## src/rtl/memory_link_pkg.sv

```systemverilog
// package of constants and types for the memory link init and flow control block
package memory_link_pkg;
    // ----------------------------------------------------------------
    // queue limits
    // ----------------------------------------------------------------
    localparam int MAX_PENDING = 16;
    localparam int QCNT_W = 5;
    localparam int WQ_LIM_DEFAULT = 12;
    // ----------------------------------------------------------------
    // timing
    // ----------------------------------------------------------------
    localparam int CLOCK_MHZ = 40;
    localparam int LATENCY_US = 8;
    localparam int LATENCY_CYC = LATENCY_US * CLOCK_MHZ;
    localparam int DRVOFF_NS = 200;
    localparam int CLOCK_NS = 25;
    localparam int DRVOFF_CYC = DRVOFF_NS / CLOCK_NS;
    localparam int INIT_MS = 10;
    localparam int INIT_CYC = INIT_MS * 1000 * CLOCK_MHZ;
    localparam int TMR_W = 24;
    // ----------------------------------------------------------------
    // parameter register codes and defaults
    // ----------------------------------------------------------------
    localparam logic [7:0] HDR_OFF_DEFAULT = 8'h02;
    localparam logic [7:0] APER_DEFAULT = 8'h07;
    localparam logic [1:0] LINE_SIZE_OK = 2'h0;
    localparam logic [1:0] CHUNK_OK = 2'h0;
    localparam logic [1:0] ECC_CODE_OK = 2'h3;
    // ----------------------------------------------------------------
    // configuration register indices
    // ----------------------------------------------------------------
    localparam logic [3:0] CFG_APER = 4'h0;
    localparam logic [3:0] CFG_HDR_OFF = 4'h1;
    localparam logic [3:0] CFG_LINE = 4'h2;
    localparam logic [3:0] CFG_CHUNK = 4'h3;
    localparam logic [3:0] CFG_ECC = 4'h4;
    localparam logic [3:0] CFG_TIMER = 4'h5;
    localparam logic [3:0] CFG_WQLIM = 4'h6;
    localparam logic [3:0] CFG_STATUS = 4'h7;
    localparam logic [3:0] CFG_APER_INIT = 4'h8;
    localparam logic [3:0] CFG_HDR_INIT = 4'h9;
    // ----------------------------------------------------------------
    // response kinds on the inbound path
    // ----------------------------------------------------------------
    typedef enum logic [2:0] {
        RSP_NONE = 3'b000,
        RSP_READ_RET = 3'b001,
        RSP_READ_ABORT = 3'b010,
        RSP_WRITE_ACK = 3'b011,
        RSP_WRITE_ABORT = 3'b100
    } rsp_kind_t;
    typedef enum logic [1:0] {
        LINK_TRAIN = 2'b00,
        LINK_UP = 2'b01,
        LINK_DEAD = 2'b10
    } link_state_t;
    // inbound path lanes: 16 data, 2 ecc, 3 link
    typedef struct packed {
        logic [15:0] data;
        logic [1:0] ecc;
        logic [2:0] link;
    } inbound_flit_t;
    // outbound path: 10 bits of data, crc and link info
    typedef logic [9:0] outbound_flit_t;
    typedef struct packed {
        logic valid;
        logic isWrite;
        logic isConfig;
        logic crcOk;
        logic [3:0] cfgIndex;
        logic [31:0] cfgData;
    } command_t;
    typedef struct packed {
        rsp_kind_t kind;
        logic [7:0] hdrOffset;
        logic [31:0] data;
    } response_t;
endpackage : memory_link_pkg

```

## src/rtl/memory_link_init_flow_ctrl.sv

```systemverilog
// device-side link init, parameter passing and write flow control
`timescale 1ns/1ps
`default_nettype none
module memory_link_init_flow_ctrl
    import memory_link_pkg::*;
#(
    parameter int INIT_COUNT = INIT_CYC,
    parameter int LATENCY_COUNT = LATENCY_CYC,
    parameter logic [7:0] APER_SUPPORTED = 8'h03,
    parameter logic [7:0] HDR_SUPPORTED = 8'h04
) (
    // clock and reset
    input wire logic clock,
    input wire logic srst,
    // pins
    input wire logic resetPinN,
    input wire logic testMode,
    input wire logic linkTrained,
    input wire logic sideTimerWrite,
    input wire logic [TMR_W-1:0] sideTimerData,
    // inbound command from the link decoder
    input wire command_t cmdIn,
    input wire logic memReadDone,
    input wire logic memWriteDone,
    // outbound driver control and flits
    output logic driverEnable,
    output logic writeStop,
    output response_t rspOut,
    output inbound_flit_t inboundFlit,
    input wire outbound_flit_t outboundFlit,
    // status
    output logic [1:0] linkState,
    output logic latencyError,
    output logic [7:0] crcErrorCount,
    // register port
    input wire logic [3:0] regAddr,
    input wire logic [31:0] regWdata,
    input wire logic regWrite,
    input wire logic regRead,
    output logic [31:0] regRdata
);
    // ----------------------------------------------------------------
    // state
    // ----------------------------------------------------------------
    link_state_t state_ff;
    logic [TMR_W-1:0] timerCount_ff;
    logic [TMR_W-1:0] timerLeft_ff;
    logic [7:0] aper_ff;
    logic [7:0] hdrOff_ff;
    logic [1:0] line_ff;
    logic [1:0] chunk_ff;
    logic [1:0] ecc_ff;
    logic [QCNT_W-1:0] readQ_ff;
    logic [QCNT_W-1:0] writeQ_ff;
    logic [QCNT_W-1:0] wqLower_ff;
    logic [QCNT_W-1:0] wqUpper_ff;
    logic [3:0] drvCnt_ff;
    logic driver_ff;
    logic stop_ff;
    logic [15:0] oldestAge_ff;
    logic latErr_ff;
    logic [7:0] crcErr_ff;
    response_t rsp_ff;
    logic [31:0] rdata_ff;

    // ----------------------------------------------------------------
    // command decode
    // ----------------------------------------------------------------
    wire logic cmdGood = cmdIn.valid && cmdIn.crcOk;
    wire logic cmdBad = cmdIn.valid && !cmdIn.crcOk;
    wire logic linkUp = (state_ff == LINK_UP);
    wire logic paramsSet = (hdrOff_ff != HDR_OFF_DEFAULT);
    wire logic cfgWr = cmdGood && cmdIn.isConfig && cmdIn.isWrite;
    wire logic cfgRd = cmdGood && cmdIn.isConfig && !cmdIn.isWrite;
    wire logic memRd = cmdGood && !cmdIn.isConfig && !cmdIn.isWrite;
    wire logic memWr = cmdGood && !cmdIn.isConfig && cmdIn.isWrite;
    wire logic [7:0] wrByte = cmdIn.cfgData[7:0];
    wire logic [1:0] wrCode = cmdIn.cfgData[1:0];
    // memory reads in default state are ignored: no answer at all
    wire logic memRdSeen = memRd && linkUp && paramsSet;
    wire logic readRoom = (readQ_ff < QCNT_W'(MAX_PENDING));
    // writes past the stop are still taken up to MAX_PENDING; the upper limit plays no part
    wire logic [QCNT_W:0] writeCap = (QCNT_W+1)'(MAX_PENDING);
    wire logic writeRoom = ({1'b0, writeQ_ff} < writeCap);
    wire logic readTake = memRdSeen && readRoom;
    wire logic writeTake = memWr && linkUp && writeRoom;
    // config write checks
    wire logic aperOk = (wrByte == APER_SUPPORTED);
    wire logic hdrOk = (wrByte == HDR_SUPPORTED) && (aper_ff == APER_SUPPORTED);
    wire logic lineOk = (wrCode == LINE_SIZE_OK);
    wire logic chunkOk = (wrCode == CHUNK_OK);
    wire logic eccOk = (wrCode == ECC_CODE_OK);
    wire logic timerOk = linkUp;
    wire logic cfgWrOk = (cmdIn.cfgIndex == CFG_APER) ? aperOk :
                         (cmdIn.cfgIndex == CFG_HDR_OFF) ? hdrOk :
                         (cmdIn.cfgIndex == CFG_LINE) ? lineOk :
                         (cmdIn.cfgIndex == CFG_CHUNK) ? chunkOk :
                         (cmdIn.cfgIndex == CFG_ECC) ? eccOk :
                         (cmdIn.cfgIndex == CFG_TIMER) ? timerOk : 1'b1;
    wire logic cfgWrApply = cfgWr && linkUp && cfgWrOk;

    // ----------------------------------------------------------------
    // configuration read data, shared by link and register port
    // ----------------------------------------------------------------
    function automatic logic [31:0] cfgValue(input logic [3:0] idx);
        logic [31:0] v;
        v = 32'h0000_0000;
        if (idx == CFG_APER) begin
            v = {24'h00_0000, aper_ff};
        end else if (idx == CFG_HDR_OFF) begin
            v = {24'h00_0000, hdrOff_ff};
        end else if (idx == CFG_LINE) begin
            v = {30'h0000_0000, line_ff};
        end else if (idx == CFG_CHUNK) begin
            v = {30'h0000_0000, chunk_ff};
        end else if (idx == CFG_ECC) begin
            v = {30'h0000_0000, ecc_ff};
        end else if (idx == CFG_TIMER) begin
            v = {8'h00, timerCount_ff};
        end else if (idx == CFG_WQLIM) begin
            v = {19'h0_0000, wqUpper_ff, 3'h0, wqLower_ff};
        end else if (idx == CFG_STATUS) begin
            v = {16'h0000, crcErr_ff, 3'h0, latErr_ff, stop_ff, driver_ff, state_ff};
        end else if (idx == CFG_APER_INIT) begin
            v = {24'h00_0000, APER_SUPPORTED};
        end else if (idx == CFG_HDR_INIT) begin
            v = {24'h00_0000, HDR_SUPPORTED};
        end
        return v;
    endfunction

    // ----------------------------------------------------------------
    // response selection
    // ----------------------------------------------------------------
    // only one command arrives per cycle, so one response is enough
    response_t nxt_rsp;
    always_comb begin
        nxt_rsp = '0;
        nxt_rsp.hdrOffset = hdrOff_ff;
        if (cfgRd && linkUp) begin
            nxt_rsp.kind = RSP_READ_RET;
            nxt_rsp.data = cfgValue(cmdIn.cfgIndex);
        end else if (cfgWr && linkUp) begin
            nxt_rsp.kind = cfgWrOk ? RSP_WRITE_ACK : RSP_WRITE_ABORT;
        end else if (memRdSeen) begin
            nxt_rsp.kind = readRoom ? RSP_READ_RET : RSP_READ_ABORT;
        end else if (memWr && linkUp) begin
            nxt_rsp.kind = writeRoom ? RSP_WRITE_ACK : RSP_WRITE_ABORT;
        end
    end

    // ----------------------------------------------------------------
    // link state and global init timer
    // ----------------------------------------------------------------
    link_state_t nxt_state;
    always_comb begin
        nxt_state = state_ff;
        case (state_ff)
            LINK_TRAIN: begin
                if (linkTrained) begin
                    nxt_state = LINK_UP;
                end else if (timerLeft_ff == '0) begin
                    nxt_state = LINK_DEAD;
                end
            end
            LINK_UP: nxt_state = LINK_UP;
            default: nxt_state = LINK_DEAD;
        endcase
    end

    // the pin reset restarts training; the timer count itself is sticky
    always_ff @(posedge clock) begin
        if (srst || !resetPinN) begin
            state_ff <= LINK_TRAIN;
            timerLeft_ff <= timerCount_ff;
        end else begin
            state_ff <= nxt_state;
            if (state_ff == LINK_TRAIN && timerLeft_ff != '0) begin
                timerLeft_ff <= timerLeft_ff - 1'b1;
            end
        end
    end

    // timer count: survives the pin reset, only srst loads the default
    always_ff @(posedge clock) begin
        if (srst) begin
            timerCount_ff <= TMR_W'(INIT_COUNT);
        end else if (sideTimerWrite) begin
            timerCount_ff <= sideTimerData;
        end else if (cfgWrApply && cmdIn.cfgIndex == CFG_TIMER) begin
            timerCount_ff <= cmdIn.cfgData[TMR_W-1:0];
        end
    end

    // ----------------------------------------------------------------
    // parameter registers
    // ----------------------------------------------------------------
    always_ff @(posedge clock) begin
        if (srst || !linkUp) begin
            aper_ff <= APER_DEFAULT;
            hdrOff_ff <= HDR_OFF_DEFAULT;
            line_ff <= LINE_SIZE_OK;
            chunk_ff <= CHUNK_OK;
            ecc_ff <= ECC_CODE_OK;
        end else if (cfgWrApply) begin
            if (cmdIn.cfgIndex == CFG_APER) begin
                aper_ff <= wrByte;
            end else if (cmdIn.cfgIndex == CFG_HDR_OFF) begin
                hdrOff_ff <= wrByte;
            end else if (cmdIn.cfgIndex == CFG_LINE) begin
                line_ff <= wrCode;
            end else if (cmdIn.cfgIndex == CFG_CHUNK) begin
                chunk_ff <= wrCode;
            end else if (cmdIn.cfgIndex == CFG_ECC) begin
                ecc_ff <= wrCode;
            end
        end
    end

    // ----------------------------------------------------------------
    // queues, flow control and latency watch
    // ----------------------------------------------------------------
    wire logic readDec = memReadDone && (readQ_ff != '0);
    wire logic writeDec = memWriteDone && (writeQ_ff != '0);
    wire logic [QCNT_W-1:0] nxt_readQ = readQ_ff + QCNT_W'(readTake) - QCNT_W'(readDec);
    wire logic [QCNT_W-1:0] nxt_writeQ = writeQ_ff + QCNT_W'(writeTake) - QCNT_W'(writeDec);
    always_ff @(posedge clock) begin
        if (srst || !linkUp) begin
            readQ_ff <= '0;
            writeQ_ff <= '0;
            stop_ff <= 1'b0;
        end else begin
            readQ_ff <= nxt_readQ;
            writeQ_ff <= nxt_writeQ;
            stop_ff <= (nxt_writeQ >= wqLower_ff);
        end
    end

    // write queue limits, software programmed over the register port
    always_ff @(posedge clock) begin
        if (srst) begin
            wqLower_ff <= QCNT_W'(WQ_LIM_DEFAULT);
            wqUpper_ff <= QCNT_W'(WQ_LIM_DEFAULT);
        end else if (regWrite && regAddr == CFG_WQLIM) begin
            wqLower_ff <= regWdata[QCNT_W-1:0];
            wqUpper_ff <= regWdata[8+QCNT_W-1:8];
        end
    end

    // age of the oldest busy period: flags a transaction overrunning 8 us
    wire logic busy = (readQ_ff != '0) || (writeQ_ff != '0);
    always_ff @(posedge clock) begin
        if (srst || !busy || readDec || writeDec) begin
            oldestAge_ff <= '0;
        end else if (oldestAge_ff != 16'hFFFF) begin
            oldestAge_ff <= oldestAge_ff + 1'b1;
        end
    end
    always_ff @(posedge clock) begin
        if (srst) begin
            latErr_ff <= 1'b0;
        end else if (oldestAge_ff >= 16'(LATENCY_COUNT)) begin
            latErr_ff <= 1'b1;
        end
    end

    // ----------------------------------------------------------------
    // drivers off after reset pin assertion, crc error log
    // ----------------------------------------------------------------
    // host keeps inbound valid for one 25 ns cycle, so each crc-failed command logs once
    always_ff @(posedge clock) begin
        if (srst) begin
            drvCnt_ff <= '0;
            driver_ff <= 1'b0;
        end else if (resetPinN || testMode) begin
            drvCnt_ff <= '0;
            driver_ff <= resetPinN || testMode;
        end else if (drvCnt_ff < 4'(DRVOFF_CYC - 1)) begin
            drvCnt_ff <= drvCnt_ff + 1'b1;
        end else begin
            driver_ff <= 1'b0;
        end
    end
    always_ff @(posedge clock) begin
        if (srst) begin
            crcErr_ff <= '0;
        end else if (cmdBad && crcErr_ff != 8'hFF) begin
            crcErr_ff <= crcErr_ff + 1'b1;
        end
    end

    // ----------------------------------------------------------------
    // registered outputs
    // ----------------------------------------------------------------
    always_ff @(posedge clock) begin
        if (srst) begin
            rsp_ff <= '0;
            rdata_ff <= '0;
        end else begin
            rsp_ff <= nxt_rsp;
            rdata_ff <= regRead ? cfgValue(regAddr) : 32'h0000_0000;
        end
    end
    assign driverEnable = driver_ff;
    assign writeStop = stop_ff;
    assign rspOut = rsp_ff;
    assign inboundFlit = {rsp_ff.data[15:0], 2'h0, rsp_ff.kind};
    assign linkState = state_ff;
    assign latencyError = latErr_ff;
    assign crcErrorCount = crcErr_ff;
    assign regRdata = rdata_ff;
endmodule // memory_link_init_flow_ctrl
`default_nettype wire

```

## config.mk

```make
export PLATFORM = sky130hd
export DESIGN_NAME = memory_link_init_flow_ctrl
export DESIGN_NICKNAME = d
export VERILOG_FILES = /design/src/rtl/memory_link_pkg.sv /design/src/rtl/memory_link_init_flow_ctrl.sv
export SDC_FILE = /design/constraint.sdc
export NUM_CORES = 1
export LEC_CHECK = 0
export BUFFER_PORTS_ARGS = -buffer_cell sky130_fd_sc_hd__buf_2
export CORE_MARGIN = 2
export CORE_UTILIZATION = 45
export DETAILED_ROUTE_END_ITERATION = 7
export PLACE_DENSITY = 0.81
export SYNTH_ARGS = -nofsm -noshare
export SYNTH_HDL_FRONTEND = slang
export SYNTH_SLANG_ARGS = --single-unit
```

## constraint.sdc

```tcl
create_clock -name clock -period 3.5 [get_ports clock]
set_clock_uncertainty 0.15 [all_clocks]
set_input_delay 0.525 -clock clock [delete_from_list [all_inputs] [get_ports clock]]
set_output_delay 0.525 -clock clock [all_outputs]
set_load 0.02 [all_outputs]
```

==> metrics <==
P_leak approximately 4.3 nW; share of layout cells above drive strength 1 22.8%; most frequent CP cell ha_1; reg2reg start writeQ_ff[2]; Post-Synthesis Cells 988; Worst-Skew Late Latency 430 ps; R2R cell count 14; PwrDens approximately 460 nW/um^2; Fillers 1,726; Yosys warning total 0; min-delay worst type in -> reg; 1st-iter DRT viols 670; Synth Register Bits 182; Area Overhead vs Synth 17.2%; routed via count around 7,700; grt ovf 0; Buf/Inv on CP 2; cts bufs inserted 17; Post-Synth Simple-Gate Area 22.1%; largest family of logic cells by synthesized area simple AND/OR/NAND/NOR gates; max-cap viol count 0; CP top delay family adder cells; Worst Path Max Fanout 2; crit path max-delay cell type fa_1; CTS root buf clkbuf_16; Worst-Margin Slew 1220 ps; endpoints failing hold 0; register share of total power 47.3%; Clock Path Buffers 2; most frequent cells in the layout buf_2, dfxtp_1, nor2_1; CTS tree built; fmax between 0.3 and 0.4 GHz; compound-gate portion of the synthesized area 14.4%; Synth Area in Adders 3.52%; final setup vio count 0; initial antenna violation count 4; first-pass iteration count of the detailed router 5; final period utilization 91.7%; Post-synth EDFFs 24; DR DRC count 0; most common cell after layout, fill and taps aside buf_2; port bufs 170; mux cell area share after synthesis 5.04%; Hold Path Sink wqLower_ff[2]; Post-CTS Resized 0; sequential cell area 3880 sq um; Synth async-reset ratio 0%; Req. time, crit path 3660 ps; worst r2r dst writeStop; Worst Setup End Kind flop; peak supply drop 349 uV; Die Y-Extent between 100 and 150 um; clock sinks ~180; unrepaired setup endpoints after global routing false; relative slew slack about a fifth; synthesized area 8960 sq um; Post-CTS Setup Bufs 0; first-pass GRT wire length between 30,000 and 40,000 um; Post-Synth XOR/XNOR Area 4.30%; total track usage between 20% and 30%; Final Max Tran Viols 0; Die Width 145 um; Sw Share 24.6%; clock-pin slew on the worst setup and hold paths 70 ps; gp weighted congestion 0.902; Tmin final between 3000 and 4000 ps; Clk pwr share 43.4%; pin count of the biggest net entering global routing 49; Die ar. around 21,000 sq um; io pins 229; hold path start regWdata[2]; crit-path cells inv_1 > ha_1 > nor4b_1 > nor2b_1 > ha_1 > inv_1 > ha_1 > fa_1 > a21oi_1 > o21bai_1 > xnor2_1 > ha_1 > o21ai_0 > a21oi_1; WS Path Type reg -> reg; area of the multi-input gates 4520 sq um; Detailed Route WL 23,600 um; CP peak stage delay 400 ps; hold path depth 3; total power after layout approximately 0.0048 W; Top FF cell, synth dfxtp_1; vias per inst 5.53; crit start category flop; H-tree Lvls 4; starting density of the core 45.9%; Cell variety after synth between 70 and 80; Hold Buf Count CTS 0; r2r setup slk between 200 and 300 ps; Logic pwr share 9.3%; vias in the first global route 7,248; Switching Power 0.00118 W; final core occ 53.7%; crit path DAT 3370 ps; row count 51; sequential-to-total area share from yosys stat between 40% and 50%; setup total negative slack 0 ps; status complete, no violations; Syn Area/Cell 9.06 sq um; Wirelength per Cell around 17 um; Int Pwr 0.00361 W; area of the core roughly 20,000 sq um; hpwl dp 17,500 um; final antenna-violating net count 0; fin nets 1,264
==> registers in the layout, summed over array words and instances, names as in the netlist, 2 cells and up <==
register / flops
aper_ff: 8
chunk_ff: 2
crcErrorCount: 8
drvCnt_ff: 4
ecc_ff: 2
hdrOff_ff: 8
inboundFlit: 19
line_ff: 2
linkState: 2
oldestAge_ff: 16
readQ_ff: 5
regRdata: 24
rspOut: 16
timerCount_ff: 24
timerLeft_ff: 24
wqLower_ff: 5
wqUpper_ff: 5
writeQ_ff: 5
==> final cells by class <==
cell class,instances,share of cell area [%]
Sequential cell,182,37.0
Antenna cell,2,0.0477
Tap cell,265,3.16
Clock buffer,21,4.70
Inverter,35,1.25
Timing Repair Buffer,187,9.33
Multi-Input combinational cell,697,43.0
Clock inverter,10,1.45
==> logic make-up after synthesis <==
| family | Yosys count |
|---|---|
| xor gates and xnor gates | 44 |
| AOI/OAI and AO/OA | 193 |
| other | 1 |
| DFF | 182 |
| buffers and inverters | 126 |
| muxes | 43 |
| adders and majority gates | 24 |
| and+or+nand+nor | 375 |
==> per-stage QoR <==
step                      hold WS (ps)  std cells  area (sq um)  setup slack [ps]
after floorplan                    284       1005          9020              58.0
after global placement             307       1366          9840               308
after detailed placement           318       1366          9840               233
after CTS                          151       1397         10500               293
after global routing               169       1398         10500              14.2
final                              161       1399         10500               291
==> Yosys cell counts (23+ instances only) <==
| cell | number | area, sq um |
|---|---|---|
| inv_1 | 35 | 131 |
| nor3_1 | 29 | 145 |
| a21oi_1 | 51 | 255 |
| edfxtp_1 | 24 | 721 |
| nand2_1 | 70 | 263 |
| nor2_1 | 113 | 424 |
| mux2i_1 | 35 | 350 |
| buf_4 | 41 | 308 |
| xnor2_1 | 31 | 272 |
| clkbuf_1 | 36 | 135 |
| and2_1 | 35 | 219 |
| nor2b_1 | 23 | 144 |
| dfxtp_1 | 158 | 3160 |
| o21ai_0 | 36 | 180 |
==> worst register-to-register path: stages, from the launching register on <==
cell and delay [ps]:
dfxtp_1 320, inv_1 80, ha_1 160, nor4b_1 340
nor2b_1 120, ha_1 300, inv_1 40, ha_1 200
fa_1 400, a21oi_1 140, o21bai_1 100, xnor2_1 220
ha_1 280, o21ai_0 200, a21oi_1 60
==> worst max path at each step <==
stage	start	to	depth (start not counted)
after detailed placement	cmdIn[36]	writeStop	13
after CTS	writeQ_ff[2]	writeStop	14
after floorplan	timerLeft_ff[0]	timerLeft_ff[0]	5
after global placement	cmdIn[36]	writeStop	13
after global routing	writeQ_ff[2]	writeStop	14
final	writeQ_ff[2]	writeStop	14
==> power groups by stage <==
stage	sequential [W]	combinational, W	clock, W
CTS	0.00226	0.000440	0.00209
detailed placement	0.00230	0.000437	0
global placement	0.00230	0.000427	0
finish	0.00226	0.000444	0.00208
global route	0.00227	0.000488	0.00218
floorplan	0.00229	0.000319	0
==> metal layers <==
metal,vias up,track usage [%],share of wire [%]
li1,3687,-,-
met1,3638,26.8,40
met2,339,38.2,48
met3,64,5.13,8.6
met4,4,8.28,3.2
met5,-,0,0.11
Power figures use the tool's default switching activity.
